$ cat src/inc/frpt_defs.vh
// Purpose: constants for the flash reset and parameter table block
// Assumes: 250 MHz system clock, serial mode 0 framing
// Notes: definitions only, no logic
`ifndef FRPT_DEFS_VH
`define FRPT_DEFS_VH

// ********************************
// Opcodes
// ********************************
`define FRPT_OP_RST_EN 8'h66
`define FRPT_OP_RST 8'h99
`define FRPT_OP_PARAM_RD 8'h5A

// ********************************
// Frame bit positions
// ********************************
`define FRPT_BITS_OPCODE 6'd8
`define FRPT_BITS_ADDR_END 6'd32
`define FRPT_BITS_DATA 6'd40

// ********************************
// Timing
// ********************************
`define FRPT_CLK_MHZ 250
`define FRPT_T_RST_NS 30000
`define FRPT_T_RST_E_US 12000

// ********************************
// Parameter area contents
// ********************************
`define FRPT_FILL 8'hFF
`define FRPT_SIG0 8'h53
`define FRPT_SIG1 8'h46
`define FRPT_SIG2 8'h44
`define FRPT_SIG3 8'h50
`define FRPT_REV_MINOR 8'h00
`define FRPT_REV_MAJOR 8'h01
`define FRPT_NUM_HDR 8'h01
`define FRPT_STD_ID 8'h00
`define FRPT_STD_LEN 8'h09
`define FRPT_VND_LEN 8'h03
`define FRPT_STD_PTR 8'h30
`define FRPT_VND_PTR 8'h60
`define FRPT_PTR_HI 8'h00
`define FRPT_ERASE_4K 2'b01
`define FRPT_WR_GRAN 1'b1
`define FRPT_BP_VOL 1'b0
`define FRPT_WREN_SEL 1'b0
`define FRPT_UNUSED3 3'b111
`define FRPT_OP_ERASE_4K 8'h20
`define FRPT_ADDR_BYTES 2'b00
`define FRPT_DTR 1'b0
`define FRPT_QIO_WAIT 5'b00100
`define FRPT_QIO_MODE 3'b010
`define FRPT_QIO_OP 8'hEB
`define FRPT_QO_WAIT 5'b01000
`define FRPT_QO_MODE 3'b000
`define FRPT_QO_OP 8'h6B

`endif

$ cat src/hw/frpt_core.v
// Purpose: serial flash software reset sequencer and parameter read
// Assumes: serial pins are asynchronous, sampled by clk_i at 250 MHz
// Notes: mode 0 framing; sclk must stay well below clk_i / 4
`timescale 1ns/1ps
`default_nettype none
`include "frpt_defs.vh"

module frpt_core #(
    parameter [31:0] RST_CYCLES = ((`FRPT_T_RST_NS * `FRPT_CLK_MHZ) + 999) / 1000,
    parameter [31:0] RST_E_CYCLES = `FRPT_T_RST_E_US * `FRPT_CLK_MHZ,
    parameter [7:0] VENDOR_ID = 8'hA5 // Arbitrary value, set per product
) (
    input wire clk_i, // System clock
    input wire reset_i, // Synchronous reset, active high
    input wire spi_cs_n_i, // Chip select pin, active low
    input wire spi_sclk_i, // Serial clock pin
    input wire spi_si_i, // Serial data in pin
    output wire spi_so_o, // Serial data out
    output wire spi_so_oe_o, // Serial out enable, high while driving
    input wire busy_i, // Program or erase running
    input wire erase_active_i, // Erase running or suspended
    input wire latch_set_i, // Write enable latch set pulse
    input wire latch_clr_i, // Write enable latch clear pulse
    input wire susp_set_i, // Suspend flag set pulse
    input wire susp_clr_i, // Suspend flag clear pulse
    input wire vstat_wr_i, // Volatile status write strobe
    input wire [7:0] vstat_i, // Volatile status write data
    input wire rparam_wr_i, // Read parameter write strobe
    input wire [7:0] rparam_i, // Read parameter write data
    input wire mode_wr_i, // Continuous read mode write strobe
    input wire [7:0] mode_i, // Continuous read mode write data
    input wire wrap_wr_i, // Wrap setting write strobe
    input wire [2:0] wrap_i, // Wrap setting write data
    output wire abort_o, // Pulse: stop internal operation now
    output wire recovering_o, // Level: reset recovery in progress
    output wire array_suspect_o, // Level: reset hit program or erase
    output wire write_enable_latch_o, // Write enable latch
    output wire suspend_flag_o, // Program/erase suspend state
    output wire [7:0] volatile_status_o, // Volatile status bits
    output wire [7:0] read_parameter_field_o, // Read parameter setting
    output wire [7:0] continuous_read_mode_bits_o, // Continuous read mode
    output wire [2:0] wrap_setting_bits_o // Wrap setting
);

    // ********************************
    // Pin synchronisers
    // ********************************
    wire [2:0] pin_raw;
    reg [2:0] sync1_ff;
    reg [2:0] sync2_ff;
    reg [2:0] prev_ff;

    assign pin_raw = {spi_cs_n_i, spi_sclk_i, spi_si_i};

    // Two stages per pin; the edge detector only sees the second stage
    genvar gi;
    generate
        for (gi = 0; gi < 3; gi = gi + 1) begin : g_sync
            always @(posedge clk_i) begin
                if (reset_i) begin
                    sync1_ff[gi] <= (gi == 2) ? 1'b1 : 1'b0;
                    sync2_ff[gi] <= (gi == 2) ? 1'b1 : 1'b0;
                    prev_ff[gi] <= (gi == 2) ? 1'b1 : 1'b0;
                end else begin
                    sync1_ff[gi] <= pin_raw[gi];
                    sync2_ff[gi] <= sync1_ff[gi];
                    prev_ff[gi] <= sync2_ff[gi];
                end
            end
        end
    endgenerate

    wire cs_n_s = sync2_ff[2];
    wire si_s = sync2_ff[0];
    wire cs_fall = prev_ff[2] & ~cs_n_s;
    wire cs_rise = ~prev_ff[2] & cs_n_s;
    wire sclk_rise = ~prev_ff[1] & sync2_ff[1] & ~cs_n_s;
    wire sclk_fall = prev_ff[1] & ~sync2_ff[1] & ~cs_n_s;

    // ********************************
    // Frame state
    // ********************************
    reg frm_skip_ff;
    reg [5:0] bit_cnt_ff;
    reg [7:0] opcode_ff;
    reg [23:0] addr_ff;
    reg [2:0] bit_idx_ff;
    reg so_ff;
    reg so_oe_ff;
    reg arm_ff;
    reg [31:0] rec_cnt_ff;
    reg abort_ff;
    reg suspect_ff;
    reg susp_ff;
    wire [7:0] rom_byte;

    wire recovering = (rec_cnt_ff != 32'h0000_0000);
    wire read_phase = ~frm_skip_ff & (opcode_ff == `FRPT_OP_PARAM_RD) &
                      (bit_cnt_ff == `FRPT_BITS_DATA);
    wire one_byte = (bit_cnt_ff == `FRPT_BITS_OPCODE);
    wire frm_end_ok = cs_rise & ~frm_skip_ff;
    wire enable_frame = frm_end_ok & one_byte & (opcode_ff == `FRPT_OP_RST_EN);
    wire reset_accept = frm_end_ok & one_byte & arm_ff &
                        (opcode_ff == `FRPT_OP_RST);

    // Bit counting and shift-in; frames opened in recovery are dropped whole
    always @(posedge clk_i) begin
        if (reset_i) begin
            frm_skip_ff <= 1'b1;
            bit_cnt_ff <= 6'd0;
            opcode_ff <= 8'h00;
            addr_ff <= 24'h000000;
        end else if (cs_fall) begin
            frm_skip_ff <= recovering;
            bit_cnt_ff <= 6'd0;
            opcode_ff <= 8'h00;
            addr_ff <= 24'h000000;
        end else if (sclk_rise & ~frm_skip_ff) begin
            if (bit_cnt_ff < `FRPT_BITS_DATA) begin
                bit_cnt_ff <= bit_cnt_ff + 6'd1;
            end
            if (bit_cnt_ff < `FRPT_BITS_OPCODE) begin
                opcode_ff <= {opcode_ff[6:0], si_s};
            end else if (bit_cnt_ff < `FRPT_BITS_ADDR_END) begin
                addr_ff <= {addr_ff[22:0], si_s};
            end
        end else if (sclk_fall & read_phase & (bit_idx_ff == 3'd0)) begin
            addr_ff <= addr_ff + 24'h000001;
        end
    end

    // ********************************
    // Parameter stream out
    // ********************************
    frpt_param_rom #(
        .VENDOR_ID(VENDOR_ID)
    ) u_rom (
        .addr_i(addr_ff),
        .data_o(rom_byte)
    );

    // Shift out on falling sclk, MSB first; host samples on rising edge
    always @(posedge clk_i) begin
        if (reset_i | cs_fall | cs_rise) begin
            bit_idx_ff <= 3'd7;
            so_ff <= 1'b0;
            so_oe_ff <= 1'b0;
        end else if (sclk_fall & read_phase) begin
            so_ff <= rom_byte[bit_idx_ff];
            so_oe_ff <= 1'b1;
            bit_idx_ff <= bit_idx_ff - 3'd1;
        end
    end

    assign spi_so_o = so_ff;
    assign spi_so_oe_o = so_oe_ff;

    // ********************************
    // Reset sequencer
    // ********************************
    // Enable arms only for the very next frame; any other frame disarms
    always @(posedge clk_i) begin
        if (reset_i) begin
            arm_ff <= 1'b0;
        end else if (frm_end_ok) begin
            arm_ff <= enable_frame;
        end
    end

    // Recovery timer; longer when an erase was cut short
    always @(posedge clk_i) begin
        if (reset_i) begin
            rec_cnt_ff <= 32'h0000_0000;
        end else if (reset_accept) begin
            rec_cnt_ff <= erase_active_i ? RST_E_CYCLES : RST_CYCLES;
        end else if (recovering) begin
            rec_cnt_ff <= rec_cnt_ff - 32'h0000_0001;
        end
    end

    // Abort pulse, and a sticky warning that array contents may be bad
    always @(posedge clk_i) begin
        if (reset_i) begin
            abort_ff <= 1'b0;
            suspect_ff <= 1'b0;
        end else begin
            abort_ff <= reset_accept;
            if (reset_accept & (busy_i | erase_active_i | susp_ff)) begin
                suspect_ff <= 1'b1;
            end
        end
    end

    assign abort_o = abort_ff;
    assign recovering_o = recovering;
    assign array_suspect_o = suspect_ff;

    // ********************************
    // Volatile state
    // ********************************
    reg latch_ff;
    reg [7:0] vstat_ff;
    reg [7:0] rparam_ff;
    reg [7:0] mode_ff;
    reg [2:0] wrap_ff;
    wire upd_ok = ~recovering;

    // Accepted reset beats every update; set beats clear on the flags
    always @(posedge clk_i) begin
        if (reset_i | reset_accept) begin
            latch_ff <= 1'b0;
            susp_ff <= 1'b0;
            vstat_ff <= 8'h00;
            rparam_ff <= 8'h00;
            mode_ff <= 8'h00;
            wrap_ff <= 3'b000;
        end else if (upd_ok) begin
            if (latch_set_i) begin
                latch_ff <= 1'b1;
            end else if (latch_clr_i) begin
                latch_ff <= 1'b0;
            end
            if (susp_set_i) begin
                susp_ff <= 1'b1;
            end else if (susp_clr_i) begin
                susp_ff <= 1'b0;
            end
            if (vstat_wr_i) begin
                vstat_ff <= vstat_i;
            end
            if (rparam_wr_i) begin
                rparam_ff <= rparam_i;
            end
            if (mode_wr_i) begin
                mode_ff <= mode_i;
            end
            if (wrap_wr_i) begin
                wrap_ff <= wrap_i;
            end
        end
    end

    assign write_enable_latch_o = latch_ff;
    assign suspend_flag_o = susp_ff;
    assign volatile_status_o = vstat_ff;
    assign read_parameter_field_o = rparam_ff;
    assign continuous_read_mode_bits_o = mode_ff;
    assign wrap_setting_bits_o = wrap_ff;

endmodule
`default_nettype wire

$ cat src/hw/frpt_param_rom.v
// Purpose: read-only discoverable parameter area, byte wide
// Assumes: area sits in the lowest 256 bytes of the parameter space
// Notes: every byte not listed reads as fill, nothing here is writable
`timescale 1ns/1ps
`default_nettype none
`include "frpt_defs.vh"

module frpt_param_rom #(
    parameter [7:0] VENDOR_ID = 8'hA5 // Arbitrary value, set per product
) (
    input wire [23:0] addr_i, // Byte address
    output reg [7:0] data_o // Byte at that address
);

    // Table lookup; words are little-endian, low address holds bits 7:0
    always @* begin
        data_o = `FRPT_FILL;
        if (addr_i[23:8] == 16'h0000) begin
            case (addr_i[7:0])
                8'h00: data_o = `FRPT_SIG0;
                8'h01: data_o = `FRPT_SIG1;
                8'h02: data_o = `FRPT_SIG2;
                8'h03: data_o = `FRPT_SIG3;
                8'h04: data_o = `FRPT_REV_MINOR;
                8'h05: data_o = `FRPT_REV_MAJOR;
                8'h06: data_o = `FRPT_NUM_HDR;
                8'h08: data_o = `FRPT_STD_ID;
                8'h09: data_o = `FRPT_REV_MINOR;
                8'h0A: data_o = `FRPT_REV_MAJOR;
                8'h0B: data_o = `FRPT_STD_LEN;
                8'h0C: data_o = `FRPT_STD_PTR;
                8'h0D: data_o = `FRPT_PTR_HI;
                8'h0E: data_o = `FRPT_PTR_HI;
                8'h10: data_o = VENDOR_ID;
                8'h11: data_o = `FRPT_REV_MINOR;
                8'h12: data_o = `FRPT_REV_MAJOR;
                8'h13: data_o = `FRPT_VND_LEN;
                8'h14: data_o = `FRPT_VND_PTR;
                8'h15: data_o = `FRPT_PTR_HI;
                8'h16: data_o = `FRPT_PTR_HI;
                // First standard word, low byte: unused top bits read ones
                8'h30: data_o = {`FRPT_UNUSED3, `FRPT_WREN_SEL, `FRPT_BP_VOL,
                                 `FRPT_WR_GRAN, `FRPT_ERASE_4K};
                8'h31: data_o = `FRPT_OP_ERASE_4K;
                // Read support bits 23:16: unused, quad out, quad io, dual io
                8'h32: data_o = {1'b1, 1'b1, 1'b1, 1'b1, `FRPT_DTR,
                                 `FRPT_ADDR_BYTES, 1'b1};
                8'h38: data_o = {`FRPT_QIO_MODE, `FRPT_QIO_WAIT};
                8'h39: data_o = `FRPT_QIO_OP;
                8'h3A: data_o = {`FRPT_QO_MODE, `FRPT_QO_WAIT};
                8'h3B: data_o = `FRPT_QO_OP;
                default: data_o = `FRPT_FILL;
            endcase
        end
    end

endmodule
`default_nettype wire

$ cat config.mk
export PLATFORM = sky130hd
export DESIGN_NAME = frpt_core
export DESIGN_NICKNAME = d
export VERILOG_FILES = /design/src/hw/frpt_core.v /design/src/hw/frpt_param_rom.v
export VERILOG_INCLUDE_DIRS = /design/src /design/src/inc
export SDC_FILE = /design/constraint.sdc
export NUM_CORES = 1
export LEC_CHECK = 0
export ABC_AREA = 1
export BUFFER_PORTS_ARGS = -buffer_cell sky130_fd_sc_hd__buf_2
export CORE_MARGIN = 3
export CORE_UTILIZATION = 50
export CTS_BUF_LIST = sky130_fd_sc_hd__clkbuf_8 sky130_fd_sc_hd__clkbuf_16
export CTS_CLUSTER_DIAMETER = 150
export DETAILED_ROUTE_END_ITERATION = 10
export PLACE_DENSITY = 0.69
export SYNTH_ARGS = -nofsm -noshare
export SYNTH_HDL_FRONTEND = slang
export SYNTH_SLANG_ARGS = --single-unit
$ cat constraint.sdc
create_clock -name clk_i -period 3 [get_ports clk_i]
set_clock_uncertainty 0.15 [all_clocks]
set_input_delay 0.45 -clock clk_i [delete_from_list [all_inputs] [get_ports clk_i]]
set_output_delay 0.45 -clock clk_i [all_outputs]
set_load 0.01 [all_outputs]
# [After elaboration in Yosys (flattened, before gate mapping)]
# Memory sizes are Yosys's and may differ from the RTL's. A register that Yosys moved wholly into a read port is not among the register bits.
# Index checks and enable logic that the tools add are counted.
[classes] n_addsub=4 mul=0 n_div=0 order_cmp=4 n_eq_ne=7 n_shift=0 mux=17 bitwise=28 reduce_logical=18
[ops] cell="2-to-1 mux 24 bit" count=4
[ops] cell="2-to-1 mux 32 bit" count=2
[ops] cell="nonzero test 32 bit" count=1
[ops] cell="subtractor 32 x 1 -> 32 bit, second input constant" count=1
[ops] cell="adder 24 x 1 -> 24 bit, second input constant" count=1
[ops] cell="2-to-1 mux 22 bit" count=1
[ops] cell="bitwise AND 1 bit" count=17
[ops] cell="equality test 8 x 7 -> 1 bit, second input constant" count=2
[ops] cell="zero test 16 bit" count=1
[ops] cell="2-to-1 mux 8 bit" count=2
[ops] cell="AND reduction 2 bit" count=8
[ops] cell="less-than comparator 6 bit, second input constant" count=2
[ops] cell="2-to-1 mux 6 bit" count=2
[ops] cell="equality test 8 bit, second input constant" count=1
[ops] cell="nonzero test 2 bit" count=4
[ops] cell="adder 6 x 1 -> 6 bit, second input constant" count=1
[ops] cell="equality test 6 x 4 -> 1 bit, second input constant" count=1
[ops] cell="equality test 6 bit, second input constant" count=1
[ops] cell="less-than comparator 6 x 4 -> 1 bit, second input constant" count=1
[ops] cell="NOT 1 bit" count=6
[ops] cell="2-to-1 mux 1 bit" count=5
[ops] cell="bitwise OR 1 bit" count=5
[ops] cell="less-than comparator 3 x 4 -> 1 bit, second input constant" count=1
[ops] cell="binary-select mux 1 bit (select 3 bit)" count=1
[ops] cell="7 further kinds" count=7
[totals] register_bits=116 latch_bits=0 ramBits=0 rom_bits=512 input_bits=42 output_inout_bits=34 word_cells=104 memories=1
[mem_list] memory="(no name shown)" depth=64 word_bits=8 read_ports=1 rd_ports_with_merged_regs=1 wr=0 line_no="frpt_param_rom.v:19" rtl="case (addr_i[7:0])"

# [Depth between registers and ports, before layout]
# Gate-level depths: netlist (run 1).
[logic_depth] depth_word=9 ltp_mapped=20 mapped_depth_nobuf=19

# [Cells and area by module]
# From an unflattened synthesis (run 1), not the netlist that was laid out.
[hier_totals] hier_cells=1048 area_unflattened_um2=6711.4
[modules_own_cells] mod="frpt_core" n_inst=1 cells_each=930 area_per_inst_um2=6108.4 seq_area_each_um2=2322.2
[modules_own_cells] mod="frpt_param_rom" n_inst=1 cells_each=118 area_per_inst_um2=603.1 seq_area_each_um2=0.0

# [Worst setup path after synthesis (run 1)]
# OpenSTA, ideal clock, no wires.
[synth_path] path_type="flip-flop to flip-flop" from="register bit_cnt_ff[1]" to="register with a tool-made name" setup_time_ns=0.118 arrival_ns=2.141 required_time_ns=2.732 path_slack_ns=0.591 path_stages_with_launch=21 n_path_buf=1 period_less_slack_ns=2.409 cell_sequence="dfxtp_1 inv_1 ha_1 nand2_1 nor2_1 nand2_1 nor2_2 nand3_2 nand2_4 buf_6 nand2_1 nand2_1 nand2_2 ha_1 inv_1 nand3_1 nand2_1 nand3_1 nand2_1 nor2_1 nor2_1"
[synth_lines] element="start, declared" line_no="frpt_core.v:84" rtl="reg [5:0] bit_cnt_ff;"
[synth_lines] element="start signal, assigned" line_no="frpt_core.v:120" rtl="bit_cnt_ff <= bit_cnt_ff + 6'd1;"

# [Final worst setup path (run 1)]
[layout_path] from="register rec_cnt_ff[0]" to="output port recovering_o"
[layout_via] elab_chain_len=1
[layout_rtl] element="start, declared" line_no="frpt_core.v:91" rtl="reg [31:0] rec_cnt_ff;"
[layout_rtl] element="start signal, assigned" line_no="frpt_core.v:175" rtl="rec_cnt_ff <= erase_active_i ? RST_E_CYCLES : RST_CYCLES;"
[layout_rtl] element="start signal, assigned" line_no="frpt_core.v:177" rtl="rec_cnt_ff <= rec_cnt_ff - 32'h0000_0001;"
[layout_rtl] element="nonzero test 32 bit" line_no="frpt_core.v:97" rtl="wire recovering = (rec_cnt_ff != 32'h0000_0000);"
[layout_rtl] element="end, declared" line_no="frpt_core.v:35" rtl="output wire recovering_o,"
# Every way passes these cells.

==> impl_summary.txt, run 1 <==
----------------------------------------------------
[Synthesis]
  Post-synth cell types ... 49
  Register area share after synthesis ... 36.7%
  Cell type contributing the most total cell area after synthesis ... sky130_fd_sc_hd__dfxtp_1
  Count leader, synth ... sky130_fd_sc_hd__nand2_1
  Main flop type after synthesis ... sky130_fd_sc_hd__dfxtp_1
  Post-synth EDFFs ... 0
  Register bit count reported by yosys ... 124
  Cell types occupying the most area after synthesis ... sky130_fd_sc_hd__dfxtp_1 (37%), sky130_fd_sc_hd__nand2_1 (8.3%), sky130_fd_sc_hd__nor2_1 (6.8%), sky130_fd_sc_hd__o21ai_0 (5.0%), sky130_fd_sc_hd__nand3_1 (4.8%)
  Syn Inst Count ... 955
  List of most frequent post-synthesis cells ... sky130_fd_sc_hd__nand2_1 (150), sky130_fd_sc_hd__dfxtp_1 (124), sky130_fd_sc_hd__nor2_1 (122), sky130_fd_sc_hd__inv_1 (85), sky130_fd_sc_hd__o21ai_0 (68)
  Number of nets produced by synthesis ... 1007
  Combined area of all synthesized cells ... 0.00677 mm²
  Synthesized area per cell ... 7.09 µm²
  Share of the synthesized area in the top cell type ... 36.7%
  Proportion of synthesized flip-flops having asynchronous set or reset ... 0%
  Number of synthesis warnings ... 0

[Pwr]
  Leakage power figure ... 3.51 nW
  PwrDens ... 812 mW/mm²
  Worst supply voltage drop on vdd ... 0.721 mV

[Clocking]
  Number of buffers inserted during clock tree synthesis ... 17
  Count of H-tree levels built during CTS ... 4
  Later-pin clock latency in the skew report ... 420 ps
  Clock-pin slew reported for the worst setup and hold paths after clock tree synthesis ... 60 ps
  Clock tree from TritonCTS ... done
  Post-CTS Setup Inserts ... 0
  Buffer levels on the longest clock path ... 2
  CTS root buffer ... sky130_fd_sc_hd__clkbuf_16
  Sinks on Clock Net ... 124

[STA]
  Unrepaired setup endpoints after global routing ... false
  Hold Vio Cnt, Final ... 0
  Setup-failing EPs final ... 0
  Post-Route Hold Slack ... 61.0 ps
  Crit path time final ... 2740 ps
  Total negative slack for setup checks ... 0 ps
  Count of pins over their slew limit ... 0
  Maximum clock frequency ... 365 MHz
  Smallest setup slack after layout ... 260 ps
  Ratio of final minimum period to clock period ... 91.3%
  Relative slew slack ... 62.2%
  Measured slew at the worst slew-check pin ... 568 ps

[GRT]
  Wire length of the first global-routing pass ... 28.4 mm
  Maximum number of pins on one net before global-route repair ... 34
  Global-route usage over all layers ... 23.6%
  GR Overflow Total ... 0
  Vias in the first global route ... 6008
  Antenna violations before repair ... 0

[Finish]
  Final design instance area without fill ... 0.00785 mm²
  Share of final-layout standard cells stronger than drive strength 1 ... 19.1%
  Final-layout fill cell count ... 1238
  Final layout net count ... 1085
  Post-synthesis to final-layout area growth ... 15.9%
  Count of inserted antenna diode cells ... 0

[Floorplan]
  Die Height ... 122 µm
  Boundary pin count ... 76
  Core Footprint ... 0.0129 mm²
  Effective utilization at floorplan ... 52.4%
  Die Wd ... 122 µm
  Die area ... 0.0150 mm²
  Row count ... 41

[Drt]
  DR vias ... 6538
  Via-to-Cell Ratio ... 5.37
  Number of remaining DRC errors ... 0
  Drt first-iter violations ... 462
  WL per Instance ... 14.2 µm
  Routed Antenna Nets ... 0
  First-pass iteration count of the detailed router ... 5
  Total length of routed wires ... 17.2 mm

[Placed design]
  DP Worst Slack ... 282 ps
  Port Buffers ... 75
  Routability Congestion ... 0.928
  Detailed placement HPWL ... 12.8 mm
  DP Area ... 0.00730 mm²

[Setup path]
  Kind of launch point of the worst setup path ... flip-flop
  Required arrival time at the worst endpoint ... 2400 ps
  Type of element capturing the critical path ... primary output
  Data arrival at the endpoint of the critical path ... 2140 ps
  CP Launch Point ... rec_cnt_ff[0]$_SDFFE_PP0P_
  Crit path kind ... reg2out
  Max FO, Critical Path ... 6
  Worst R2R Start ... bit_cnt_ff[1]$_SDFFE_PP0P_

[Outcome]
  Status ... finished clean

[Run]
  Max-cap check violation count ... 0

[Worst hold path]
  Hold Crit Start ... spi_cs_n_i
  Worst min-delay path category ... in2reg

----------------------------------------------------
==> state kept, by name (all words and copies together) (netlist names), 2 cells and up, named ones only <==
register and count:
wrap_setting_bits_o 3, bit_idx_ff 3, rec_cnt_ff 32, read_parameter_field_o 8
addr_ff 24, volatile_status_o 8, continuous_read_mode_bits_o 8, bit_cnt_ff 6
opcode_ff 8, prev_ff 2, sync1_ff 3
==> timing repair <==
action | 4_1_cts | 5_1_grt
hold buffers | 0 | 0
setup endpoints to repair | 0 | 4
resized for setup | 0 | 2
==> cells by family (layout without fill, tap and decap cells) <==
group,Yosys count,count (layout),share of synthesized area (%)
adders and majority gates,10,10,1.85
xor gates and xnor gates,28,28,3.62
and+or+nand+nor,481,481,35.2
AOI/OAI and AO/OA,170,170,13.9
DFF,124,124,36.7
buffers and inverters,142,233,8.76
==> worst max-delay path: stages (launching register included) <==
cell	delay (ps)
sky130_fd_sc_hd__dfxtp_1	320
sky130_fd_sc_hd__inv_1	100
sky130_fd_sc_hd__ha_1	180
sky130_fd_sc_hd__nand2_1	120
sky130_fd_sc_hd__inv_2	120
sky130_fd_sc_hd__nand4_1	130
sky130_fd_sc_hd__nor3_1	250
sky130_fd_sc_hd__nand3_1	280
sky130_fd_sc_hd__buf_2	230
==> routing by layer <==
metal  part of all wire [%]  track usage (%)  up-vias
li1                       -                -     3356
met1                     45             29.9     2956
met2                     47             38.1      184
met3                    5.1             5.48       42
met4                    3.2             11.3        0
met5                      0                0        -
==> power breakdown <==
part	switching [mW]	internal [mW]	leakage [nW]
combinational	1.51	0.830	2.23
sequential	0.205	1.93	1.00
clock	0.753	1.14	0.273
total	2.47	3.90	3.51
==> placed cells by master (no fill, tap or decap), types with 4 or more instances in the layout <==
cell type,n
sky130_fd_sc_hd__nand3_2,5
sky130_fd_sc_hd__nand3_4,7
sky130_fd_sc_hd__clkbuf_16,17
sky130_fd_sc_hd__nand2_1,150
sky130_fd_sc_hd__clkinv_2,4
sky130_fd_sc_hd__buf_2,75
sky130_fd_sc_hd__nand4_1,23
sky130_fd_sc_hd__a211oi_1,6
sky130_fd_sc_hd__nand2_2,11
sky130_fd_sc_hd__a31oi_1,4
sky130_fd_sc_hd__nor2_4,4
sky130_fd_sc_hd__o211ai_1,5
sky130_fd_sc_hd__xnor2_1,5
sky130_fd_sc_hd__dfxtp_1,124
sky130_fd_sc_hd__nor2_1,122
sky130_fd_sc_hd__nor4_1,17
sky130_fd_sc_hd__nand3_1,65
sky130_fd_sc_hd__o21ai_1,15
sky130_fd_sc_hd__inv_2,23
sky130_fd_sc_hd__a21oi_1,57
sky130_fd_sc_hd__nor2_2,12
sky130_fd_sc_hd__clkinvlp_4,4
sky130_fd_sc_hd__or2_2,4
sky130_fd_sc_hd__xor2_1,23
sky130_fd_sc_hd__buf_4,14
sky130_fd_sc_hd__o21ai_0,68
sky130_fd_sc_hd__nor3_1,43
sky130_fd_sc_hd__inv_1,88
sky130_fd_sc_hd__ha_1,10
==> path summary, 6_finish.rpt <==
| kind | slack [ps] | depth (start not counted) | endpoint |
|---|---|---|---|
| max | 260 | 8 | recovering_o |
| min | 60 | 2 | sync1_ff[2]$_SDFF_PP1_ |
| max reg2reg | 270 | 19 | flip-flop |
| min reg2reg | 250 | 2 | si_s$_SDFF_PP0_ |
==> area by class of cell <==
type,instances,area (µm²),area share [%]
Inverter,112,424,5.40
Clock buffer,18,439,5.59
Tap cell,172,215,2.74
Clock inverter,14,108,1.37
Timing Repair Buffer,89,480,6.12
Multi-Input combinational cell,689,3700,47.2
Sequential cell,124,2480,31.6
==> per-stage QoR <==
stage,utilization (%),cells,total power [mW]
floorplan,-,955,3.84
global placement,56.5,1186,4.45
detailed placement,56.5,1186,4.46
CTS,60.7,1218,6.36
global route,60.7,1218,6.82
finish,60.7,1218,6.37
No activity file was read; power rests on OpenSTA's default activity.
==> inputs of run 2 (changes only) <==
==> constraint.sdc (replaced) <==
create_clock -name clk_i -period 3 [get_ports clk_i]
set_clock_uncertainty 0.15 [all_clocks]
set_input_delay 0.15 -clock clk_i [delete_from_list [all_inputs] [get_ports clk_i]]
set_output_delay 0.15 -clock clk_i [all_outputs]
set_load 0.01 [all_outputs]
==> run 2 against run 1 <==
Critical path depth grew 6. Flip-flop and latch count is the same. Maximum frequency shrank 1.6%. Clock power grew 11%. Sequential share of layout area shrank 2.4 points. Global-route usage grew 2.3 points. Via count grew 7.0%. Die area is the same. Non-clock buffer count grew 58. Clock-buffer cell count grew 1. Wire length grew 10%. Largest cell class unchanged. Largest power group unchanged.
==> impl_summary.txt, run 2 (synthesis results as in run 1) <==
----------------------------------------------------
[Finish]
  Count of inserted antenna diode cells ... 0 (unchanged)
  Most common library cell in the layout ignoring fill and taps ... sky130_fd_sc_hd__nand2_1 (unchanged)
  Most flop-heavy register ... rec_cnt_ff (unchanged)
  Post-synthesis to final-layout area growth ... 25.3% (was 15.9%)
  Flip-flop count of the largest register, all copies and words added ... 32 (unchanged)
  Final layout net count ... 1143 (was 1085)
  Commonest cells after routing, fill and taps aside ... sky130_fd_sc_hd__nand2_1 (150), sky130_fd_sc_hd__dfxtp_1 (124), sky130_fd_sc_hd__nor2_1 (122) (unchanged)
  Share of final-layout standard cells stronger than drive strength 1 ... 18.8% (was 19.1%)
  Largest registers ... rec_cnt_ff (32), addr_ff (24) (unchanged)

[Outcome]
  Status ... finished clean (unchanged)

[Setup path]
  Data arrival at the endpoint of the critical path ... 2940 ps (was 2140 ps)
  Worst Reg2Reg Path Length in Cells ... 14 (was 19)
  CP Launch Point ... rec_cnt_ff[0]$_SDFFE_PP0P_ (unchanged)
  End of the worst register-to-register path ... read_parameter_field_o[0]$_SDFFE_PP0P_
  Kind of launch point of the worst setup path ... flip-flop (unchanged)
  Maximum single-stage delay on the critical path ... 550 ps (was 320 ps)
  List of cells traversed by the critical path ... inv_1, ha_1, nand2_1, inv_2, nand2_1, inv_2, nand3_2, nor2_4, nand3_4, inv_8, nand2_4, o21ai_0, a21oi_1, dlygate4sd3_1 (was inv_1, ha_1, nand2_1, inv_2, nand4_1, nor3_1, nand3_1, buf_2)
  Cell family with the largest share of critical-path delay ... buffers and inverters (was simple AND/OR/NAND/NOR gates)
  Worst reg2reg setup slack ... 220 ps (was 270 ps)
  Destination of the critical timing path ... read_parameter_field_o[0]$_SDFFE_PP0P_ (was recovering_o)
  Required arrival time at the worst endpoint ... 3160 ps (was 2400 ps)
  Type of element capturing the critical path ... flip-flop (was primary output)
  Crit path kind ... reg2reg (was reg2out)
  Path length in cells of the critical path ... 14 (was 8)
  Cell with the largest stage delay on the worst path ... sky130_fd_sc_hd__dlygate4sd3_1 (was sky130_fd_sc_hd__dfxtp_1)
  Number of buffer and inverter instances along the worst setup path ... 5 (was 3)
  Max FO, Critical Path ... 10 (was 6)
  Worst R2R Start ... rec_cnt_ff[0]$_SDFFE_PP0P_ (was bit_cnt_ff[1]$_SDFFE_PP0P_)

[Placed design]
  Port Buffers ... 75 (unchanged)
  Routability Congestion ... 0.916 (was 0.928)
  Detailed placement HPWL ... 12.7 mm (was 12.8 mm)

[GRT]
  Vias in the first global route ... 6541 (was 6008)
  Maximum number of pins on one net before global-route repair ... 34 (unchanged)
  Antenna violations before repair ... 0 (unchanged)
  Wire length of the first global-routing pass ... 31.1 mm (was 28.4 mm)
  Global-route usage over all layers ... 25.9% (was 23.6%)
  GR Overflow Total ... 0 (unchanged)

[STA]
  Unrepaired setup endpoints after global routing ... false (unchanged)
  Setup-failing EPs final ... 0 (unchanged)
  Count of pins over their slew limit ... 0 (unchanged)
  Post-Route Hold Slack ... 28.6 ps (was 61.0 ps)
  Maximum clock frequency ... 359 MHz (was 365 MHz)
  Total negative slack for setup checks ... 0 ps (unchanged)
  Relative slew slack ... 58.1% (was 62.2%)
  Hold Vio Cnt, Final ... 0 (unchanged)
  Crit path time final ... 2780 ps (was 2740 ps)
  Measured slew at the worst slew-check pin ... 628 ps (was 568 ps)
  Ratio of final minimum period to clock period ... 92.8% (was 91.3%)

[Clocking]
  Count of H-tree levels built during CTS ... 4 (unchanged)
  Number of buffers inserted during clock tree synthesis ... 17 (unchanged)
  Clock tree from TritonCTS ... done (unchanged)
  Clock-pin slew reported for the worst setup and hold paths after clock tree synthesis ... 60 ps (about the same)
  Buffer levels on the longest clock path ... 2 (unchanged)
  CTS root buffer ... sky130_fd_sc_hd__clkbuf_16 (unchanged)
  Later-pin clock latency in the skew report ... 420 ps (about the same)
  Sinks on Clock Net ... 124 (unchanged)

[Floorplan]
  Boundary pin count ... 76 (unchanged)
  Die Height ... 122 µm (unchanged)
  Effective utilization at floorplan ... 52.4% (unchanged)
  Row count ... 41 (unchanged)
  Die area ... 0.0150 mm² (unchanged)
  Die Wd ... 122 µm (unchanged)
  Core Footprint ... 0.0129 mm² (unchanged)

[Worst hold path]
  Worst min-delay path category ... in2reg (unchanged)

[Pwr]
  Post-layout power ... 6.75 mW (was 6.37 mW)
  Worst supply voltage drop on vdd ... 0.719 mV (was 0.721 mV)
  PwrDens ... 795 mW/mm² (was 812 mW/mm²)
  Leakage power figure ... 3.82 nW (was 3.51 nW)

[Drt]
  Routed Antenna Nets ... 0 (unchanged)
  Total length of routed wires ... 19.0 mm (was 17.2 mm)
  DR vias ... 6998 (was 6538)
  Via-to-Cell Ratio ... 5.49 (was 5.37)
  Number of remaining DRC errors ... 0 (unchanged)
  Drt first-iter violations ... 506 (was 462)
  WL per Instance ... 14.9 µm (was 14.2 µm)
  First-pass iteration count of the detailed router ... 5 (unchanged)

[Run]
  Max-cap check violation count ... 0 (unchanged)

----------------------------------------------------
run 2: cell types whose count changed in the layout (fill, tap and decap cells not counted), sizes merged, moves of 2 or more:
cell | before | now
buf | 89 | 95
bufinv | 1 | 3
clkinvlp | 4 | 2
dlygate4sd3 | 0 | 52
inv | 113 | 110
run 2: where the power goes:
group / internal (mW) / switching [mW]
Clock: 1.34 / 0.770
Combinational: 0.919 / 1.58
Sequential: 1.93 / 0.215
run 2: layout make-up:
| class | count | area, µm² |
|---|---|---|
| fill | 1162 | 4440 |
| multi-input combinational | 689 | 3710 |
| sequential | 124 | 2480 |
| timing repair buffer | 147 | 1050 |
| clock buffer | 19 | 453 |
| inverter | 112 | 429 |
| tap | 172 | 215 |
| clock inverter | 12 | 149 |
run 2: worst register-to-register path: cells and delay by family, from the launching register on:
family,cells,cell delay (ps)
and+or+nand+nor,6,750
adders and majority gates,1,180
AOI/OAI and AO/OA,2,230
buffers and inverters,5,1020
DFF,1,330
run 2: through the flow:
step | instance area (µm²) | cells | util (%) | setup slack, ps
6_report | 8490 | 1275 | 65.7 | 216
3_3_place_gp | 7300 | 1186 | 56.5 | 288
3_5_place_dp | 7300 | 1186 | 56.5 | 206
2_1_floorplan | 6770 | 955 | - | 591
4_1_cts | 8420 | 1269 | 65.1 | 53.5
5_1_grt | 8490 | 1275 | 65.7 | 14.0
run 2: how the worst min path moves through the flow:
stage                    start                                end  cells past startpoint
floorplan           spi_cs_n_i             sync1_ff[2]$_SDFF_PP1_                      1
global placement    spi_cs_n_i             sync1_ff[2]$_SDFF_PP1_                      2
detailed placement  spi_cs_n_i             sync1_ff[2]$_SDFF_PP1_                      2
CTS                 vstat_wr_i  volatile_status_o[2]$_SDFFE_PP0P_                      4
global route        vstat_wr_i  volatile_status_o[3]$_SDFFE_PP0P_                      4
finish              vstat_wr_i  volatile_status_o[2]$_SDFFE_PP0P_                      4
run 2: what timing repair did:
action	CTS	global route
buffers inserted	0	6
endpoints found under the setup margin	0	16
hold buffers	52	0
hold endpoints to repair	38	0
resized for setup	0	6
run 2: metal layers:
layer	up-vias	routed length (µm)	GRT usage [%]
met2	219	9510	45.4
met1	3261	8210	31.1
met4	0	414	10.2
met3	41	889	5.30
met5	-	0	0
li1	3477	-	-
